$ cat src/rtl/dsrcf_map.svh
// register map, field positions and timing constants for the disk command front
`ifndef DSRCF_MAP_SVH
`define DSRCF_MAP_SVH
`define DSRCF_ST_BUSY 7
`define DSRCF_ST_READY 6
`define DSRCF_ST_FAULT 5
`define DSRCF_ST_SEEK 4
`define DSRCF_ST_DRQ 3
`define DSRCF_ST_CORR 2
`define DSRCF_ST_INDEX 1
`define DSRCF_ST_ERR 0
`define DSRCF_ERR_ABORT 2
`define DSRCF_DIAG_OK 8'h01
`define DSRCF_CMD_POWER_QUERY 8'he5
`define DSRCF_CMD_DOWNLOAD_PIO 8'h92
`define DSRCF_CMD_DOWNLOAD_DMA 8'h93
`define DSRCF_PWR_STANDBY_CNT 8'hff
`define DSRCF_PWR_ACTIVE_CNT 8'hff
`define DSRCF_CLK_MHZ 250
`define DSRCF_MIN_COMPLETION_TIME_LIMIT_MS 50
`define DSRCF_MIN_ERC_MS 6500
`define DSRCF_POR_WINDOW_MS 500
`define DSRCF_COMINIT_MS 10
`define DSRCF_CYC_PER_MS (`DSRCF_CLK_MHZ * 1000)
`define DSRCF_POR_WINDOW_CYC (`DSRCF_POR_WINDOW_MS * `DSRCF_CYC_PER_MS)
`define DSRCF_COMINIT_CYC (`DSRCF_COMINIT_MS * `DSRCF_CYC_PER_MS)
`define DSRCF_RESET_CYC 8'h04
`endif

$ cat src/rtl/dsrcf_pkg.sv
// types shared by the disk command front
package dsrcf_pkg;
  typedef enum logic [3:0] {
    DSRCF_IDLE = 4'b0001,
    DSRCF_EXEC = 4'b0010,
    DSRCF_SPIN = 4'b0100,
    DSRCF_RST = 4'b1000
  } dsrcf_state_t;
  typedef logic [7:0] dsrcf_byte_t;
endpackage

$ cat src/rtl/dsrcf_ctl_if.sv
// carrier between front end and its timing-limit checker
`timescale 1ns/10ps
`default_nettype none
interface dsrcf_ctl_if;
  import dsrcf_pkg::*;
  logic [15:0] limit_ms;
  logic is_erc;
  logic too_short;
  logic [15:0] eff_ms;
  modport front (output limit_ms, output is_erc, input too_short, input eff_ms);
  modport chk (input limit_ms, input is_erc, output too_short, output eff_ms);
endinterface
`default_nettype wire

$ cat src/rtl/dsrcf_limit_chk.sv
// time-limit checker: clamps completion limit, flags short recovery limits
`timescale 1ns/10ps
`include "dsrcf_map.svh"
`default_nettype none
module dsrcf_limit_chk (
  dsrcf_ctl_if.chk ctl
);
  import dsrcf_pkg::*;
  wire logic below_completion_time_limit;
  wire logic below_erc;
  // small limits: raised for completion, refused for recovery
  assign below_completion_time_limit = ctl.limit_ms < 16'(`DSRCF_MIN_COMPLETION_TIME_LIMIT_MS);
  assign below_erc = ctl.limit_ms < 16'(`DSRCF_MIN_ERC_MS);
  assign ctl.too_short = ctl.is_erc & below_erc;
  assign ctl.eff_ms = (!ctl.is_erc && below_completion_time_limit) ? 16'(`DSRCF_MIN_COMPLETION_TIME_LIMIT_MS)
                      : ctl.limit_ms;
endmodule
`default_nettype wire

$ cat src/rtl/dsrcf_front.sv
// command and status front end of the drive behind the shadow registers
`timescale 1ns/10ps
`include "dsrcf_map.svh"
`default_nettype none
module dsrcf_front #(
  parameter int POR_WINDOW_CYC = `DSRCF_POR_WINDOW_CYC,
  parameter int COMINIT_CYC = `DSRCF_COMINIT_CYC
) (
  input wire logic ref_clk,
  input wire logic resetn,
  input wire logic cmd_wr,
  input wire dsrcf_pkg::dsrcf_byte_t cmd_code,
  input wire logic [15:0] cmd_limit_ms,
  input wire logic cmd_limit_is_erc,
  input wire logic cmd_streaming,
  input wire logic software_reset_bit,
  input wire logic comreset_pin,
  input wire logic standby,
  input wire logic security_locked,
  input wire logic spindle_ready_pin,
  input wire logic exec_done,
  input wire logic status_rd,
  input wire logic alt_status_rd,
  output logic [7:0] status,
  output logic [7:0] status_mirror_no_ack,
  output logic [7:0] error_reg,
  output logic [7:0] sector_count,
  output logic [15:0] eff_limit_ms,
  output logic exec_start,
  output logic intrq,
  output logic cominit
);
  import dsrcf_pkg::*;
  dsrcf_ctl_if ctl ();
  dsrcf_limit_chk u_chk (.ctl(ctl));
  dsrcf_state_t state_q, state_d;
  logic [2:0] comreset_sync_q, spin_sync_q;
  logic comreset_q, spin_q;
  logic software_reset_bit_q;
  logic [31:0] por_cnt_q;
  logic [31:0] cominit_cnt_q;
  logic cominit_pend_q;
  logic [7:0] rst_cnt_q;
  logic busy_q, err_q, intrq_q;
  logic [7:0] status_busy;
  logic [7:0] status_idle;
  logic [7:0] error_q, count_q;
  logic [15:0] eff_q;
  logic start_q;
  dsrcf_byte_t code_q;
  wire logic por_window;
  wire logic comreset_rise;
  wire logic abort_now;
  wire logic is_download;
  wire logic needs_spin;
  wire logic done_now;
  wire logic [7:0] status_word;
  // limit fields of the incoming command go to the checker
  assign ctl.limit_ms = cmd_limit_ms;
  assign ctl.is_erc = cmd_limit_is_erc;
  // pin inputs: change accepted once second and third stages agree
  // second stage keeps a metastable first stage out of the logic
  always_ff @(posedge ref_clk or negedge resetn) begin
    if (!resetn) begin
      comreset_sync_q <= 3'h0;
      spin_sync_q <= 3'h0;
      comreset_q <= 1'b0;
      spin_q <= 1'b0;
    end else begin
      comreset_sync_q <= {comreset_sync_q[1:0], comreset_pin};
      spin_sync_q <= {spin_sync_q[1:0], spindle_ready_pin};
      if (comreset_sync_q[1] == comreset_sync_q[2]) comreset_q <= comreset_sync_q[2];
      if (spin_sync_q[1] == spin_sync_q[2]) spin_q <= spin_sync_q[2];
    end
  end
  assign comreset_rise = (comreset_sync_q[1] == comreset_sync_q[2]) &
                         comreset_sync_q[2] & ~comreset_q;
  // command decode; downloads refused while locked
  assign is_download = (cmd_code == `DSRCF_CMD_DOWNLOAD_PIO) |
                       (cmd_code == `DSRCF_CMD_DOWNLOAD_DMA);
  assign abort_now = (is_download & security_locked) | ctl.too_short;
  assign needs_spin = standby & (cmd_streaming | cmd_limit_is_erc);
  assign done_now = (state_q == DSRCF_EXEC) & exec_done;
  // sequencer: spin-up wait ignores the time limit on purpose
  always_comb begin
    state_d = state_q;
    case (state_q)
      DSRCF_IDLE: begin
        // an abort leaves the sequencer idle and busy clear
        if (cmd_wr && !abort_now) begin
          state_d = needs_spin ? DSRCF_SPIN : DSRCF_EXEC;
        end
      end
      DSRCF_SPIN: begin
        if (spin_q) state_d = DSRCF_EXEC;
      end
      DSRCF_EXEC: begin
        if (exec_done) state_d = DSRCF_IDLE;
      end
      DSRCF_RST: begin
        // held here for as long as the host keeps the reset bit set
        if (rst_cnt_q == 8'h00 && !software_reset_bit_q) state_d = DSRCF_IDLE;
      end
      default: state_d = DSRCF_IDLE;
    endcase
    if (comreset_rise || software_reset_bit_q) state_d = DSRCF_RST;
  end
  // state, registered software reset bit and reset dwell
  // dwell reloads while the reset bit is held and runs once it drops
  always_ff @(posedge ref_clk or negedge resetn) begin
    if (!resetn) begin
      state_q <= DSRCF_RST;
      software_reset_bit_q <= 1'b0;
      rst_cnt_q <= `DSRCF_RESET_CYC;
    end else begin
      state_q <= state_d;
      software_reset_bit_q <= software_reset_bit;
      if (state_q != DSRCF_RST || software_reset_bit_q) rst_cnt_q <= `DSRCF_RESET_CYC;
      else if (rst_cnt_q != 8'h00) rst_cnt_q <= rst_cnt_q - 8'h01;
    end
  end
  // power-on window; comreset inside it may be answered late
  assign por_window = por_cnt_q < 32'(POR_WINDOW_CYC);
  always_ff @(posedge ref_clk or negedge resetn) begin
    if (!resetn) begin
      por_cnt_q <= 32'h0;
      cominit_cnt_q <= 32'h0;
      cominit_pend_q <= 1'b0;
      cominit <= 1'b0;
    end else begin
      if (por_window) por_cnt_q <= por_cnt_q + 32'h1;
      // answer is a single-cycle pulse
      cominit <= 1'b0;
      // a fresh link reset restarts the count of a pending answer
      if (comreset_rise) begin
        cominit_pend_q <= 1'b1;
        cominit_cnt_q <= 32'h0;
      end else if (cominit_pend_q) begin
        cominit_cnt_q <= cominit_cnt_q + 32'h1;
        // late answer held until window closes
        if (!por_window && cominit_cnt_q + 32'h1 >= 32'(COMINIT_CYC) / 32'h2) begin
          cominit <= 1'b1;
          cominit_pend_q <= 1'b0;
        end
      end
    end
  end
  // status, error, count and interrupt
  always_ff @(posedge ref_clk or negedge resetn) begin
    if (!resetn) begin
      busy_q <= 1'b1;
      err_q <= 1'b0;
      intrq_q <= 1'b0;
      error_q <= 8'h00;
      count_q <= 8'h00;
      eff_q <= 16'h0000;
      start_q <= 1'b0;
      code_q <= 8'h00;
    end else begin
      // start is a one-cycle pulse; events below may override a read
      start_q <= 1'b0;
      if (status_rd) intrq_q <= 1'b0;
      if (state_q == DSRCF_RST) begin
        busy_q <= 1'b1;
        intrq_q <= 1'b0;
        if (state_d == DSRCF_IDLE) begin
          busy_q <= 1'b0;
          err_q <= 1'b0;
          error_q <= `DSRCF_DIAG_OK; // diagnostic code as dwell ends
        end
      end else if (state_q == DSRCF_IDLE && cmd_wr) begin
        code_q <= cmd_code;
        eff_q <= ctl.eff_ms;
        if (abort_now) begin
          err_q <= 1'b1;
          error_q <= 8'h01 << `DSRCF_ERR_ABORT;
          intrq_q <= 1'b1;
        end else begin
          busy_q <= 1'b1;
          err_q <= 1'b0;
          error_q <= 8'h00;
          start_q <= ~needs_spin;
        end
      end else if (state_q == DSRCF_SPIN && spin_q) begin
        start_q <= 1'b1;
      end else if (done_now) begin
        busy_q <= 1'b0;
        intrq_q <= 1'b1; // completion beats a same-cycle read
        if (code_q == `DSRCF_CMD_POWER_QUERY) begin
          count_q <= standby ? `DSRCF_PWR_STANDBY_CNT : `DSRCF_PWR_ACTIVE_CNT;
        end
      end
    end
  end
  // busy hides other bits so a stale view is never shown
  always_comb begin
    status_busy = 8'h00;
    status_busy[`DSRCF_ST_BUSY] = 1'b1;
  end
  // settled view; no data phase here, so data request stays low
  always_comb begin
    status_idle = 8'h00;
    status_idle[`DSRCF_ST_READY] = 1'b1;
    status_idle[`DSRCF_ST_FAULT] = 1'b0; // fault never reported
    status_idle[`DSRCF_ST_SEEK] = 1'b1; // shown even while spun down
    status_idle[`DSRCF_ST_DRQ] = 1'b0;
    status_idle[`DSRCF_ST_CORR] = 1'b0; // corrected data never flagged
    status_idle[`DSRCF_ST_INDEX] = 1'b0;
    status_idle[`DSRCF_ST_ERR] = err_q;
  end
  assign status_word = busy_q ? status_busy : status_idle;
  // both views come from one word so they cannot drift apart
  assign status = status_word;
  assign status_mirror_no_ack = status_word;
  // registered results straight to the pins
  assign error_reg = error_q;
  assign sector_count = count_q;
  assign eff_limit_ms = eff_q;
  assign exec_start = start_q;
  assign intrq = intrq_q;
endmodule
`default_nettype wire

$ cat config.mk
export PLATFORM = sky130hd
export DESIGN_NAME = dsrcf_front
export DESIGN_NICKNAME = d
export VERILOG_FILES = /design/src/rtl/dsrcf_pkg.sv /design/src/rtl/dsrcf_ctl_if.sv /design/src/rtl/dsrcf_limit_chk.sv /design/src/rtl/dsrcf_front.sv
export VERILOG_INCLUDE_DIRS = /design/src /design/src/rtl
export SDC_FILE = /design/constraint.sdc
export NUM_CORES = 1
export LEC_CHECK = 0
export BUFFER_PORTS_ARGS = -buffer_cell sky130_fd_sc_hd__buf_2
export CAP_MARGIN = 20
export CELL_PAD_IN_SITES_DETAIL_PLACEMENT = 0
export CELL_PAD_IN_SITES_GLOBAL_PLACEMENT = 2
export CORE_MARGIN = 5
export CORE_UTILIZATION = 32
export CTS_BUF_LIST = sky130_fd_sc_hd__clkbuf_16
export DETAILED_ROUTE_END_ITERATION = 12
export PLACE_DENSITY_LB_ADDON = 0.08
export SLEW_MARGIN = 20
export SYNTH_ARGS = -nofsm -noshare
export SYNTH_HDL_FRONTEND = slang
export SYNTH_SLANG_ARGS = --single-unit
$ cat constraint.sdc
create_clock -name ref_clk -period 2.45 [get_ports ref_clk]
set_input_delay 0.49 -clock ref_clk [delete_from_list [all_inputs] [get_ports ref_clk]]
set_output_delay 0.49 -clock ref_clk [all_outputs]
set_load 0.02 [all_outputs]
==> impl_metrics.yaml <==
clock_network:
  number_of_h_tree_branching_levels: 4
  cts_made_buffers: 17
  cts_root_buf: "sky130_fd_sc_hd__clkbuf_16"
  cts.clk_slew.worst_paths_ns: 0.05
  clkSinkCount: 117
  worstSkewPairLatency_ns: 0.41
  clock_path_buffers: 2
  cts_tree: "built"
  post_cts.repair.setup_buffers: 0
  hold_buffers: 0
floorplan:
  design.die.area_um2: 21900
  die_x_um: 148
  top_level_ports: 88
  num_rows: 50
  die_y_um: 148
  floorplan.core_area_um2: 18700
  starting_density_of_the_core_pct: 32.5
global_route:
  grt_overflow_total: 0
  global_route.usage.total_pct: 13.9
  grt_pass1_wl_um: 24600
  grt_start_max_net_pins: 118
  first_global_vias: 4763
  antenna_found_initial: 0
synthesis:
  number_of_synthesized_flops_with_an_enable_pin: 0
  post_synth_instance_area_um2: 6080
  async_flop_share_pct: 100
  post_synthesis_cell_type_count: 72
  synth.yosys.seq_area_share_pct: 48.2
  postSynthCellCount: 639
  avgSynthCellArea_um2: 9.52
  synth.yosys.warnings: 0
  synth_top_flop_cell: "sky130_fd_sc_hd__dfrtp_1"
  synth_area_leader_cell: "sky130_fd_sc_hd__dfrtp_1"
  synth_top_area_share_pct: 46.9
  synth-seq-cells: 117
  synth.top_cells.by_area: "sky130_fd_sc_hd__dfrtp_1 (47%), sky130_fd_sc_hd__nand2_1 (6.2%), sky130_fd_sc_hd__xnor2_1 (5.8%)"
layout:
  post-route-util_pct: 39.7
  drive_gt1_share_pct: 23.4
  area_growth_pct: 22.0
  antenna_cells: 0
  final_nets: 773
detailed_routing:
  avgRoutedWirePerCell_um: 14.8
  routed_wirelength_um: 14500
  via_per_inst: 4.86
  firstDrtPassIters: 4
  detail_route.drc_violations: 0
  drtIter0Drc: 225
  route.vias.total: 4758
  detail-route-antenna-nets: 0
timing:
  post-route-period-util_pct: 94.6
  max_slew_vio_count: 0
  setup_total_negative_slack_ns: 0
  maxSlewHeadroom_pct: 48.1
  skew_ns: 0.00607
  rsz0062_at_grt: "no"
  report.final.setup_viol: 0
  max_freq_mhz: 431
  worst_slew_pin_slew_ns: 0.775
  timing_hold_violations_final: 0
  min_period_ns: 2.32
power_and_ir_drop:
  ir_drop_uv: 464
  power-per-cell-area_nw_per_um2: 816
  leakage_uw: 0.00342
setup_path:
  setup.worst_path.class: "flop to flop"
  largest_fanout_of_any_net_on_the_critical_path: 6
  endpoint_kind: "flop"
  crit_arrival_ns: 2.59
  worst_setup_path_start_kind: "flop"
  ff2ff_path_depth: 9
  cp.required_ns: 2.73
flow_run:
  max_cap_violations: 0
place:
  place.port_buffers: 72
  gp_routability_congestion: 0.810
  dp_hpwl_um: 10400
min_path:
  hp-class: "input pin to asynchronous set/reset pin"
outcome:
  status: "finished, final reports clean"
cells in the mapped netlist, types with 4 or more instances:
cell type and count:
sky130_fd_sc_hd__nor2b_1 7, sky130_fd_sc_hd__and2_1 7, sky130_fd_sc_hd__nor4_1 7, sky130_fd_sc_hd__and4_1 4
sky130_fd_sc_hd__xnor2_1 40, sky130_fd_sc_hd__nand2_1 100, sky130_fd_sc_hd__nor2_1 63, sky130_fd_sc_hd__clkbuf_1 22
sky130_fd_sc_hd__inv_1 9, sky130_fd_sc_hd__ha_1 4, sky130_fd_sc_hd__or3_1 7, sky130_fd_sc_hd__nand3_1 28
sky130_fd_sc_hd__xor2_1 22, sky130_fd_sc_hd__buf_2 4, sky130_fd_sc_hd__o21ai_0 20, sky130_fd_sc_hd__buf_4 29
sky130_fd_sc_hd__dfrtp_1 114, sky130_fd_sc_hd__a21oi_1 13, sky130_fd_sc_hd__nor3_1 16, sky130_fd_sc_hd__nand4_1 24
sky130_fd_sc_hd__and3_1 15
worst paths after layout:
path                                                   to  slack [ns]                         start
min reg2reg                  comreset_sync_q[1]$_DFF_PN0_        0.35  comreset_sync_q[0]$_DFF_PN0_
max in group asynchronous    eff_limit_ms[12]$_DFFE_PN0P_        1.77                        resetn
max                              cominit_pend_q$_DFF_PN0_        0.13  cominit_cnt_q[1]$_DFFE_PN0P_
max reg2reg                      cominit_pend_q$_DFF_PN0_        0.13  cominit_cnt_q[1]$_DFFE_PN0P_
min in group ref_clk       software_reset_bit_q$_DFF_PN0_        0.19            software_reset_bit
min                           eff_limit_ms[9]$_DFFE_PN0P_        0.12                        resetn
kinds of logic after synthesis:
family | after synthesis | share of synthesized area [%]
XOR/XNOR | 62 | 8.93
AO/OA/AOI/OAI | 76 | 9.05
other | 1 | 0.0617
buffers and inverters | 64 | 5.82
multiplexers | 5 | 0.864
flip-flops | 117 | 48.2
adder cells (fa/ha/maj) | 5 | 0.988
AND/OR/NAND/NOR | 309 | 26.1
final cells by class:
| cell class | instances | area (um2) |
|---|---|---|
| clock buffers | 17 | 425 |
| clock inverters | 15 | 164 |
| fillers | 1822 | 11300 |
| inverters | 9 | 33.8 |
| multi-input cells | 471 | 2860 |
| flip-flops and latches | 117 | 2930 |
| well taps | 234 | 293 |
| repair buffers | 116 | 706 |
report_power, final:
group          switching (uW)  internal [uW]
Combinational             667            453
Sequential                218           2240
Clock                     897           1580
Total                    1780           4270
what timing repair did:
action | CTS | global route
resized for setup | 0 | 2
endpoints found under the setup margin | 0 | 5
endpoints found under the hold margin | 0 | 0
worst max-delay path, cell delays in order (launching register included):
cell                       delay, ns
sky130_fd_sc_hd__dfrtp_1        0.45
sky130_fd_sc_hd__ha_4           0.21
sky130_fd_sc_hd__nand3_4        0.07
sky130_fd_sc_hd__nor3_4         0.06
sky130_fd_sc_hd__buf_4          0.13
sky130_fd_sc_hd__or4_1          0.51
sky130_fd_sc_hd__a21boi_0       0.16
sky130_fd_sc_hd__o21ai_0        0.14
sky130_fd_sc_hd__a221oi_2       0.31
sky130_fd_sc_hd__o31ai_1        0.14
metrics by stage:
step / power [uW] / setup slack [ns] / area (um2) / hold slack [ns] / std cells
final: 6050 / 0.131 / 7420 / 0.124 / 979
after global routing: 6420 / 0.00687 / 7420 / 0.164 / 979
after CTS: 6140 / 0.0603 / 7400 / 0.167 / 979
after detailed placement: 3600 / 0.0737 / 6820 / 0.336 / 947
after global placement: 3580 / 0.0871 / 6820 / 0.342 / 947
after floorplan: 3220 / 0.0715 / 6130 / 0.194 / 652
layout by cell type, fill, tap and decap left out, types with 4 or more instances in the layout:
cell type,count
sky130_fd_sc_hd__a21oi_1,13
sky130_fd_sc_hd__and2_1,7
sky130_fd_sc_hd__and3_1,15
sky130_fd_sc_hd__and4_1,4
sky130_fd_sc_hd__buf_2,71
sky130_fd_sc_hd__buf_4,44
sky130_fd_sc_hd__clkbuf_16,17
sky130_fd_sc_hd__conb_1,14
sky130_fd_sc_hd__dfrtp_1,114
sky130_fd_sc_hd__inv_1,10
sky130_fd_sc_hd__nand2_1,100
sky130_fd_sc_hd__nand3_1,28
sky130_fd_sc_hd__nand4_1,24
sky130_fd_sc_hd__nor2_1,63
sky130_fd_sc_hd__nor2b_1,6
sky130_fd_sc_hd__nor3_1,15
sky130_fd_sc_hd__nor4_1,7
sky130_fd_sc_hd__o21ai_0,20
sky130_fd_sc_hd__or3_1,7
sky130_fd_sc_hd__xnor2_1,40
sky130_fd_sc_hd__xor2_1,22
per-layer routing:
metal | global-route usage [%] | up-vias | wire length [um]
li1 | - | 2372 | -
met1 | 19.0 | 2287 | 7030
met2 | 21.4 | 84 | 6650
met3 | 3.86 | 15 | 635
met4 | 4.43 | 0 | 197
met5 | 0 | - | 0
Power figures use the tool's default switching activity.
